===== config.mk =====
export PLATFORM = sky130hd
export DESIGN_NAME = ccs_unit
export DESIGN_NICKNAME = d
export VERILOG_FILES = /design/src/inc/ccs_pkg.sv /design/src/verilog/ccs_unit.sv
export SDC_FILE = /design/constraint.sdc
export NUM_CORES = 1
export LEC_CHECK = 0
export BUFFER_PORTS_ARGS = -buffer_cell sky130_fd_sc_hd__clkbuf_2
export CORE_AREA = 2 2 207 148
export CTS_BUF_LIST = sky130_fd_sc_hd__clkbuf_4
export DETAILED_ROUTE_END_ITERATION = 8
export DIE_AREA = 0 0 209 150
export PLACE_DENSITY_LB_ADDON = 0.1
export SLEW_MARGIN = 20
export SYNTH_ARGS = -nofsm -noshare
export SYNTH_HDL_FRONTEND = slang
export SYNTH_SLANG_ARGS = --single-unit

===== constraint.sdc =====
create_clock -name i_clk_sys -period 19.3 [get_ports i_clk_sys]
set_input_delay 0.965 -clock i_clk_sys [delete_from_list [all_inputs] [get_ports i_clk_sys]]
set_output_delay 0.965 -clock i_clk_sys [all_outputs]
set_load 0.05 [all_outputs]

===== src/inc/ccs_pkg.sv =====
// constants and types for the common command and status unit
package ccs_pkg;

   // ----------------------------------------------------------------
   // characters
   // ----------------------------------------------------------------
   localparam logic [7:0] CH_LF    = 8'h0a;
   localparam logic [7:0] CH_SP    = 8'h20;
   localparam logic [7:0] CH_QUOTE = 8'h22;
   localparam logic [7:0] CH_DOT   = 8'h2e;
   localparam logic [7:0] CH_QRY   = 8'h3f;
   localparam logic [7:0] CH_ZERO  = 8'h30;
   localparam logic [7:0] CH_NINE  = 8'h39;
   localparam logic [7:0] CH_LC_A  = 8'h61;
   localparam logic [7:0] CH_LC_Z  = 8'h7a;
   localparam logic [7:0] CASE_BIT = 8'h20;

   // ----------------------------------------------------------------
   // keywords, four characters each; MAX and MIN arguments three characters each
   // ----------------------------------------------------------------
   localparam logic [31:0] KW_IDN = "*IDN";
   localparam logic [31:0] KW_OPC = "*OPC";
   localparam logic [31:0] KW_OPT = "*OPT";
   localparam logic [31:0] KW_RST = "*RST";
   localparam logic [31:0] KW_SRE = "*SRE";
   localparam logic [31:0] KW_CLS = "*CLS";
   localparam logic [31:0] KW_STB = "*STB";
   localparam logic [2:0]  KW_LEN = 3'd4;
   localparam logic [23:0] ARG_MAX = "MAX";
   localparam logic [23:0] ARG_MIN = "MIN";

   // ----------------------------------------------------------------
   // answers; identity text and option code are arbitrary values
   // ----------------------------------------------------------------
   localparam int          RSP_BYTES = 24;
   localparam logic [175:0] IDN_STR  = "MAKERCO,MOD100,A.01.00";
   localparam logic [4:0]  IDN_LEN   = 5'd23;
   localparam logic [23:0] OPT_CODE  = "FCK";
   localparam logic [4:0]  OPT_LEN   = 5'd6;
   localparam logic [4:0]  NOOPT_LEN = 5'd3;

   // ----------------------------------------------------------------
   // mask and status byte layout, reset values
   // ----------------------------------------------------------------
   localparam int         SUM_BIT   = 6;
   localparam int         MAV_BIT   = 4;
   localparam int         RSV_BIT   = 1;
   localparam logic [7:0] SRE_WMASK = 8'hbf;
   localparam logic [7:0] SRE_RST   = 8'h00;
   localparam logic [8:0] NUM_SAT   = 9'h100;
   localparam logic [7:0] NUM_MAX   = 8'hff;
   localparam logic [1:0] INIT_CYC  = 2'd3;

   typedef enum logic [1:0] {PH_INIT, PH_RECV, PH_SEND} ccs_phase_t;

endpackage


===== src/verilog/ccs_unit.sv =====
// common command interpreter with service request logic
// Notes on behaviour
// - identification query answers maker, product and software version, comma separated
// - operation complete command and query accepted; query answers 1, flag presets 0
// - option query answers the quoted option code when the fast clock is fitted
// - option query answers an empty quoted string on the standard clock
// - reset command clears the operation complete flag and pulses device reset; the enable mask is kept
// - enable mask written as decimal 0 to 255; device stores those bits
// - any value written to mask bit 6 is ignored
// - service requested when an enabled status bit rises
// - service requested when a mask bit rises over a set status bit
// - mask query answers the decimal sum of set bits
// - mask preset depends on the power-on status clear flag
// - status bit 6 is summary on query, request flag on serial poll
// - clear status clears all event registers
`timescale 1ns/1ps
module ccs_unit
   import ccs_pkg::*;
#(
   parameter logic [7:0] P_SRE_KEEP = 8'h00
) (
   input  wire logic       i_clk_sys,
   input  wire logic       i_rst_b,
   input  wire logic       i_rx_valid,
   input  wire logic [7:0] i_rx_data,
   output logic            o_rx_ready,
   output logic            o_tx_valid,
   output logic [7:0]      o_tx_data,
   input  wire logic       i_tx_ready,
   input  wire logic [7:0] i_stb_sum,
   input  wire logic       i_spoll,
   input  wire logic       i_opt_fast_clk,
   input  wire logic       i_pwr_on_clr,
   output logic            o_srq,
   output logic [7:0]      o_poll_byte,
   output logic            o_poll_valid,
   output logic [7:0]      o_sre_mask,
   output logic            o_dev_rst,
   output logic            o_clr_status,
   output logic            o_opc_event,
   output logic            o_cmd_err
);

   // ----------------------------------------------------------------
   // state
   // ----------------------------------------------------------------
   typedef struct packed {
      ccs_phase_t               phase;
      logic [1:0]               init_cnt;
      logic                     opt_s1;
      logic                     opt_s2;
      logic                     psc_s1;
      logic                     psc_s2;
      logic [31:0]              hdr;
      logic [2:0]               hdr_n;
      logic                     qry;
      logic                     in_arg;
      logic                     in_frac;
      logic                     bad;
      logic [8:0]               num;
      logic [23:0]              arg_let;
      logic [7:0]               mask;
      logic [7:0]               mask_prev;
      logic [7:0]               stb_prev;
      logic                     request_service_flag;
      logic                     opc;
      logic [8*RSP_BYTES-1:0]   rsp;
      logic [4:0]               rsp_n;
      logic                     rx_ready;
      logic                     tx_valid;
      logic                     dev_rst;
      logic                     cls;
      logic                     opc_ev;
      logic                     cmd_err;
      logic [7:0]               poll_byte;
      logic                     poll_valid;
   } ccs_state_t;

   ccs_state_t s_q;
   ccs_state_t s_d;

   logic [7:0]  stb_now;
   logic        master_summary_flag;
   logic [7:0]  srq_rise;
   logic [7:0]  ch;
   logic [12:0] num_ext;
   logic [7:0]  arg_val;
   logic        eol;
   logic        is_kw;

   // decimal answer: digits then line feed, leading zeros dropped
   function automatic logic [36:0] dec_rsp(input logic [7:0] v);
      logic [7:0]  d2;
      logic [7:0]  d1;
      logic [7:0]  d0;
      logic [31:0] w;
      logic [4:0]  n;
      d2 = CH_ZERO + v / 8'd100;
      d1 = CH_ZERO + (v / 8'd10) % 8'd10;
      d0 = CH_ZERO + v % 8'd10;
      w  = {d2, d1, d0, CH_LF};
      n  = 5'd4;
      if (v < 8'd100) begin
         w = {w[23:0], 8'h00};
         n = 5'd3;
      end
      if (v < 8'd10) begin
         w = {w[23:0], 8'h00};
         n = 5'd2;
      end
      return {n, w};
   endfunction

   // ----------------------------------------------------------------
   // status byte and service request
   // ----------------------------------------------------------------
   always_comb begin
      stb_now          = i_stb_sum;
      stb_now[MAV_BIT] = (s_q.phase == PH_SEND);
      stb_now[RSV_BIT] = 1'b0;
      stb_now[SUM_BIT] = 1'b0;
      master_summary_flag = |(stb_now & s_q.mask);
      srq_rise = stb_now & ~s_q.stb_prev & s_q.mask;
      srq_rise = srq_rise | (s_q.mask & ~s_q.mask_prev & stb_now);
   end

   // ----------------------------------------------------------------
   // character handling
   // ----------------------------------------------------------------
   always_comb begin
      ch = i_rx_data;
      if (i_rx_data >= CH_LC_A && i_rx_data <= CH_LC_Z) begin
         ch = i_rx_data & ~CASE_BIT;
      end
      eol     = i_rx_valid && s_q.rx_ready && ch == CH_LF;
      is_kw   = s_q.hdr_n == KW_LEN && !s_q.bad;
      num_ext = 13'(s_q.num) * 13'd10 + 13'(ch - CH_ZERO);
      if (s_q.arg_let == ARG_MAX || s_q.num[8]) begin
         arg_val = NUM_MAX;
      end else if (s_q.arg_let == ARG_MIN) begin
         arg_val = 8'h00;
      end else begin
         arg_val = s_q.num[7:0];
      end
   end

   // ----------------------------------------------------------------
   // next state
   // ----------------------------------------------------------------
   always_comb begin
      logic [36:0] dr;
      dr            = 37'h0;
      s_d           = s_q;
      s_d.opt_s1    = i_opt_fast_clk;
      s_d.opt_s2    = s_q.opt_s1;
      s_d.psc_s1    = i_pwr_on_clr;
      s_d.psc_s2    = s_q.psc_s1;
      s_d.stb_prev  = stb_now;
      s_d.mask_prev = s_q.mask;
      s_d.dev_rst   = 1'b0;
      s_d.cls       = 1'b0;
      s_d.opc_ev    = 1'b0;
      s_d.cmd_err   = 1'b0;
      s_d.poll_valid = 1'b0;
      // request held until polled, a new rise wins
      s_d.request_service_flag = (|srq_rise) || (s_q.request_service_flag && !i_spoll);
      if (i_spoll) begin
         // poll shows request flag in bit 6
         s_d.poll_byte          = stb_now;
         s_d.poll_byte[SUM_BIT] = s_q.request_service_flag;
         s_d.poll_valid         = 1'b1;
      end
      case (s_q.phase)
         PH_INIT: begin
            s_d.init_cnt = s_q.init_cnt + 2'd1;
            if (s_q.init_cnt == INIT_CYC) begin
               // preset chosen by power-on clear flag
               s_d.mask     = s_q.psc_s2 ? SRE_RST : P_SRE_KEEP & SRE_WMASK;
               s_d.rx_ready = 1'b1;
               s_d.phase    = PH_RECV;
            end
         end
         PH_RECV: begin
            if (i_rx_valid && ch != CH_LF) begin
               if (!s_q.in_arg) begin
                  if (ch == CH_SP) begin
                     s_d.in_arg = 1'b1;
                  end else if (ch == CH_QRY) begin
                     s_d.qry = 1'b1;
                  end else begin
                     s_d.bad   = s_q.bad | s_q.qry;
                     s_d.hdr   = {s_q.hdr[23:0], ch};
                     s_d.hdr_n = (s_q.hdr_n == 3'd7) ? 3'd7 : s_q.hdr_n + 3'd1;
                  end
               end else if (ch >= CH_ZERO && ch <= CH_NINE) begin
                  if (!s_q.in_frac) begin
                     s_d.num = (num_ext > 13'(NUM_MAX)) ? NUM_SAT : num_ext[8:0];
                  end
               end else if (ch == CH_DOT) begin
                  s_d.in_frac = 1'b1;
               end else if (ch != CH_SP) begin
                  s_d.arg_let = {s_q.arg_let[15:0], ch};
               end
            end
            if (eol) begin
               s_d.hdr     = 32'h0;
               s_d.hdr_n   = 3'd0;
               s_d.qry     = 1'b0;
               s_d.in_arg  = 1'b0;
               s_d.in_frac = 1'b0;
               s_d.bad     = 1'b0;
               s_d.num     = 9'h0;
               s_d.arg_let = 24'h0;
               s_d.rsp     = '0;
               s_d.rsp_n   = 5'd0;
               if (is_kw && s_q.qry && s_q.hdr == KW_IDN) begin
                  s_d.rsp   = {IDN_STR, CH_LF, 8'h00};
                  s_d.rsp_n = IDN_LEN;
               end else if (is_kw && s_q.qry && s_q.hdr == KW_OPT) begin
                  if (s_q.opt_s2) begin
                     s_d.rsp[191:144] = {CH_QUOTE, OPT_CODE, CH_QUOTE, CH_LF};
                     s_d.rsp_n        = OPT_LEN;
                  end else begin
                     s_d.rsp[191:168] = {CH_QUOTE, CH_QUOTE, CH_LF};
                     s_d.rsp_n        = NOOPT_LEN;
                  end
               end else if (is_kw && s_q.hdr == KW_OPC) begin
                  if (s_q.qry) begin
                     dr = dec_rsp(8'h01);
                  end else begin
                     s_d.opc    = 1'b1;
                     s_d.opc_ev = 1'b1;
                  end
               end else if (is_kw && !s_q.qry && s_q.hdr == KW_RST) begin
                  s_d.opc     = 1'b0;
                  s_d.dev_rst = 1'b1;
               end else if (is_kw && s_q.hdr == KW_SRE) begin
                  if (s_q.qry) begin
                     dr = dec_rsp(s_q.mask);
                  end else if (s_q.in_arg) begin
                     s_d.mask = arg_val & SRE_WMASK;
                  end else begin
                     s_d.cmd_err = 1'b1;
                  end
               end else if (is_kw && s_q.qry && s_q.hdr == KW_STB) begin
                  // query shows summary in bit 6
                  dr = dec_rsp(stb_now | (8'(master_summary_flag) << SUM_BIT));
               end else if (is_kw && !s_q.qry && s_q.hdr == KW_CLS) begin
                  s_d.cls = 1'b1;
                  s_d.opc = 1'b0;
               end else begin
                  s_d.cmd_err = 1'b1;
               end
               if (dr[36:32] != 5'd0) begin
                  s_d.rsp[191:160] = dr[31:0];
                  s_d.rsp_n        = dr[36:32];
               end
               if (s_d.rsp_n != 5'd0) begin
                  s_d.rx_ready = 1'b0;
                  s_d.tx_valid = 1'b1;
                  s_d.phase    = PH_SEND;
               end
            end
         end
         PH_SEND: begin
            if (i_tx_ready) begin
               s_d.rsp   = {s_q.rsp[8*RSP_BYTES-9:0], 8'h00};
               s_d.rsp_n = s_q.rsp_n - 5'd1;
               if (s_q.rsp_n == 5'd1) begin
                  s_d.tx_valid = 1'b0;
                  s_d.rx_ready = 1'b1;
                  s_d.phase    = PH_RECV;
               end
            end
         end
         default: begin
            s_d.phase = PH_INIT;
         end
      endcase
   end

   // ----------------------------------------------------------------
   // registers
   // ----------------------------------------------------------------
   always_ff @(posedge i_clk_sys or negedge i_rst_b) begin
      if (!i_rst_b) begin
         s_q       <= '0;
         s_q.phase <= PH_INIT;
         s_q.mask  <= SRE_RST;
      end else begin
         s_q <= s_d;
      end
   end

   assign o_rx_ready   = s_q.rx_ready;
   assign o_tx_valid   = s_q.tx_valid;
   assign o_tx_data    = s_q.rsp[8*RSP_BYTES-1 -: 8];
   assign o_srq        = s_q.request_service_flag;
   assign o_poll_byte  = s_q.poll_byte;
   assign o_poll_valid = s_q.poll_valid;
   assign o_sre_mask   = s_q.mask;
   assign o_dev_rst    = s_q.dev_rst;
   assign o_clr_status = s_q.cls;
   assign o_opc_event  = s_q.opc_ev;
   assign o_cmd_err    = s_q.cmd_err;
endmodule


==> flow_metrics.py <==
metrics = {
    "die": {
        "die_h_um": 150,
        "die-area_um2": 31350,
        "num_io_pins": 55,
        "rows": 53,
        "coreArea_um2": 29510,
        "initial_core_util_pct": 50.91,
        "die_x_um": 209,
    },
    "worst_setup_path": {
        "reg2reg_depth": 30,
        "critPathMaxFanout": 60,
        "rrSetupSlack_ns": 11.35,
        "cpMaxStageDelayCell": "inv_4",
        "arrival_ns": 8.53,
        "cpMostUsedCell": "ha_1",
        "crit_cells": 30,
        "worst-setup-path-type": "reg2reg",
        "critical_path_buf_inv_count": 3,
        "cp-start-kind": "register",
        "crit_family": "compound AO/OA/AOI/OAI gates",
        "crit_path_end_kind": "register",
        "cp_data_required_time_ns": 19.88,
        "max_stage_delay_ns": 0.68,
        "r2r-start": "s_q[317]",
        "reg2reg_to": "o_tx_data[5]",
    },
    "synth": {
        "synth_warnings": 0,
        "synth_ff_type": "dfrtp_1",
        "ys_ff_latch": 275,
        "syn_avg_cell_area_um2": 8.644,
        "synthDominantCellAreaShare_pct": 45.81,
        "synth-edff-count": 0,
        "synth_common_cells": "nand2_1, dfrtp_1, o21ai_0, a21oi_1, nor2_1",
        "synth_area_leaders": "dfrtp_1, nand2_1, o21ai_0",
        "yosysUniqueCellTypes": 91,
        "netlist_area_um2": 15020,
        "synth-seq-area-share_pct": 45.81,
        "yosysMostFrequentCell": "nand2_1",
        "synthArstFlopShare_pct": 100.0,
        "synthCells": 1738,
        "synth_area_leader_cell": "dfrtp_1",
    },
    "clocking": {
        "clockRootBuffer": "clkbuf_4",
        "ctsHoldBuffers": 0,
        "post-cts-setup-buffers": 0,
        "cts.clk_slew.worst_paths_ns": 0.06,
        "htree_num_levels": 3,
        "cts_buffers": 70,
        "cts.sinks": 275,
        "clock_path_buffers": 3,
        "cts_tree": "yes",
        "clkLatencyLatePin_ns": 0.74,
        "cts-resized-gates": 0,
    },
    "timing": {
        "period_share_pct": 41.19,
        "finalMaxSlewViolations": 0,
        "fmax_ghz": 0.1258,
        "worstMarginPinSlew_ns": 1.075,
        "hold_viol_final": 0,
        "setup_violations": 0,
        "rsz0062_at_grt": "false",
        "slew_headroom_pct": 28.35,
        "setup_tns_ns": 0,
        "min_period_ns": 7.950,
        "skew_ns": 0.06486,
    },
    "grt": {
        "grtUsageTotal_pct": 25.03,
        "grt_max_degree": 119,
        "grt_first_pass_wirelength_mm": 63.43,
        "overflow": 0,
        "antenna_found_initial": 1,
        "grt_pass1_vias": 12090,
    },
    "cells_and_area": {
        "fin_util_pct": 54.72,
        "areaGrowthSynthToFinish_pct": 7.479,
        "layout.nets": 1825,
        "drive_above_1_share_pct": 11.88,
    },
    "routing": {
        "postRouteAntennaNets": 0,
        "vias_per_cell": 5.785,
        "vias": 12560,
        "drt_iter0_drc": 1302,
        "drtPass1Iterations": 5,
        "drcViolationCount": 0,
        "post_drt_wl_per_cell_um": 17.32,
        "wl_mm": 37.61,
    },
    "pwr": {
        "peakVddDrop_v": 0.00006291,
        "powerDensity_nw_per_um2": 82.22,
        "p_leak_uw": 0.007504,
    },
    "run_status": {
        "status": "finished, final reports clean",
    },
    "place": {
        "hpwl_mm": 24.94,
        "gp_congestion": 0.9554,
        "portBuffers": 48,
    },
    "worst_hold_path": {
        "worst_hold_path_type": "in2async",
    },
    "flow_run": {
        "cap_violations": 0,
    },
}
==> per-layer routing <==
metal,global-route usage [%],routed length [um],part of all wire [%]
met5,0,0,0
met2,35.63,15560,41
met3,5.729,2601,6.9
met4,8.393,825,2.2
met1,37.38,18620,50
==> sequential cells by signal, summed over array words and instances, names as in the netlist, 7 cells and up <==
name	count
s_q	244
o_tx_data	8
o_poll_byte	7
o_sre_mask	7
==> stage by stage <==
stage                     total power (uW)  hold slack [ns]  instance area [um2]  setup WS (ns)  std cells
after floorplan                      788.9           0.3312                15030          12.61       1739
after global placement               842.4           0.3338                15320          11.21       2061
after detailed placement             849.6           0.3347                15320          11.25       2061
after CTS                             1346           0.2456                16140          11.54       2170
after global routing                  1409           0.2795                16150          10.81       2171
final                                 1328           0.2394                16150          11.35       2171
==> worst max path at each step <==
stage / endpoint / slack [ns] / startpoint
after floorplan: s_q[201] / 12.61 / i_stb_sum[0]
after global routing: o_tx_data[5] / 10.81 / s_q[317]
after detailed placement: o_tx_data[5] / 11.25 / i_stb_sum[0]
after global placement: o_tx_data[5] / 11.21 / i_stb_sum[0]
after CTS: o_tx_data[5] / 11.54 / s_q[317]
final: o_tx_data[5] / 11.35 / s_q[317]
==> cells by family after synthesis <==
family	count (synthesis)	share of synthesized area, %
DFF	275	45.81
and+or+nand+nor	711	21.86
adders and majority gates	54	4.597
muxes	18	1.299
xor gates and xnor gates	30	1.749
buffers and inverters	180	5.139
AOI/OAI and AO/OA	469	19.52
other	1	0.02496
==> where the power goes <==
group          internal, uW  switching [uW]  total [uW]
clock                   254             233         487
sequential              610            31.7         642
combinational          78.1             120         198
total                   942             385        1330
==> layout by cell type (no fill, tap or decap), types with 9 or more instances in the layout <==
master / instances
ha_1: 52
a21oi_1: 130
and2_1: 11
nand2b_1: 18
o31ai_1: 16
nand3_1: 96
o21bai_1: 10
o211ai_1: 10
clkbuf_2: 47
nor3_1: 23
mux2_2: 12
nand2_1: 357
nor2b_1: 9
inv_1: 51
clkbuf_4: 96
a211oi_1: 10
a21o_1: 10
a31oi_1: 23
o21ai_0: 154
nor3b_1: 9
nor2_1: 99
a22o_1: 19
xnor2_1: 23
and3_1: 19
dfrtp_1: 275
buf_4: 13
==> worst register-to-register path: cells and delay by family, from the launching register on <==
family	cells	cell delay, ns
AO/OA/AOI/OAI	12	2.67
XOR/XNOR	2	0.31
adder cells (fa/ha/maj)	4	1.08
buffers and inverters	3	0.97
flip-flops	1	0.62
multiplexers	1	0.09
AND/OR/NAND/NOR	8	2.10
==> area by class of cell <==
cell class,count,area (um2)
tap,385,481.7
antenna,1,2.502
clock inverter,13,106.4
sequential,275,6882
inverter,56,212.7
timing repair buffer,61,347.8
fill,2749,13360
clock buffer,96,720.7
multi-input combinational,1284,7393
No activity file was read; power rests on OpenSTA's default activity.
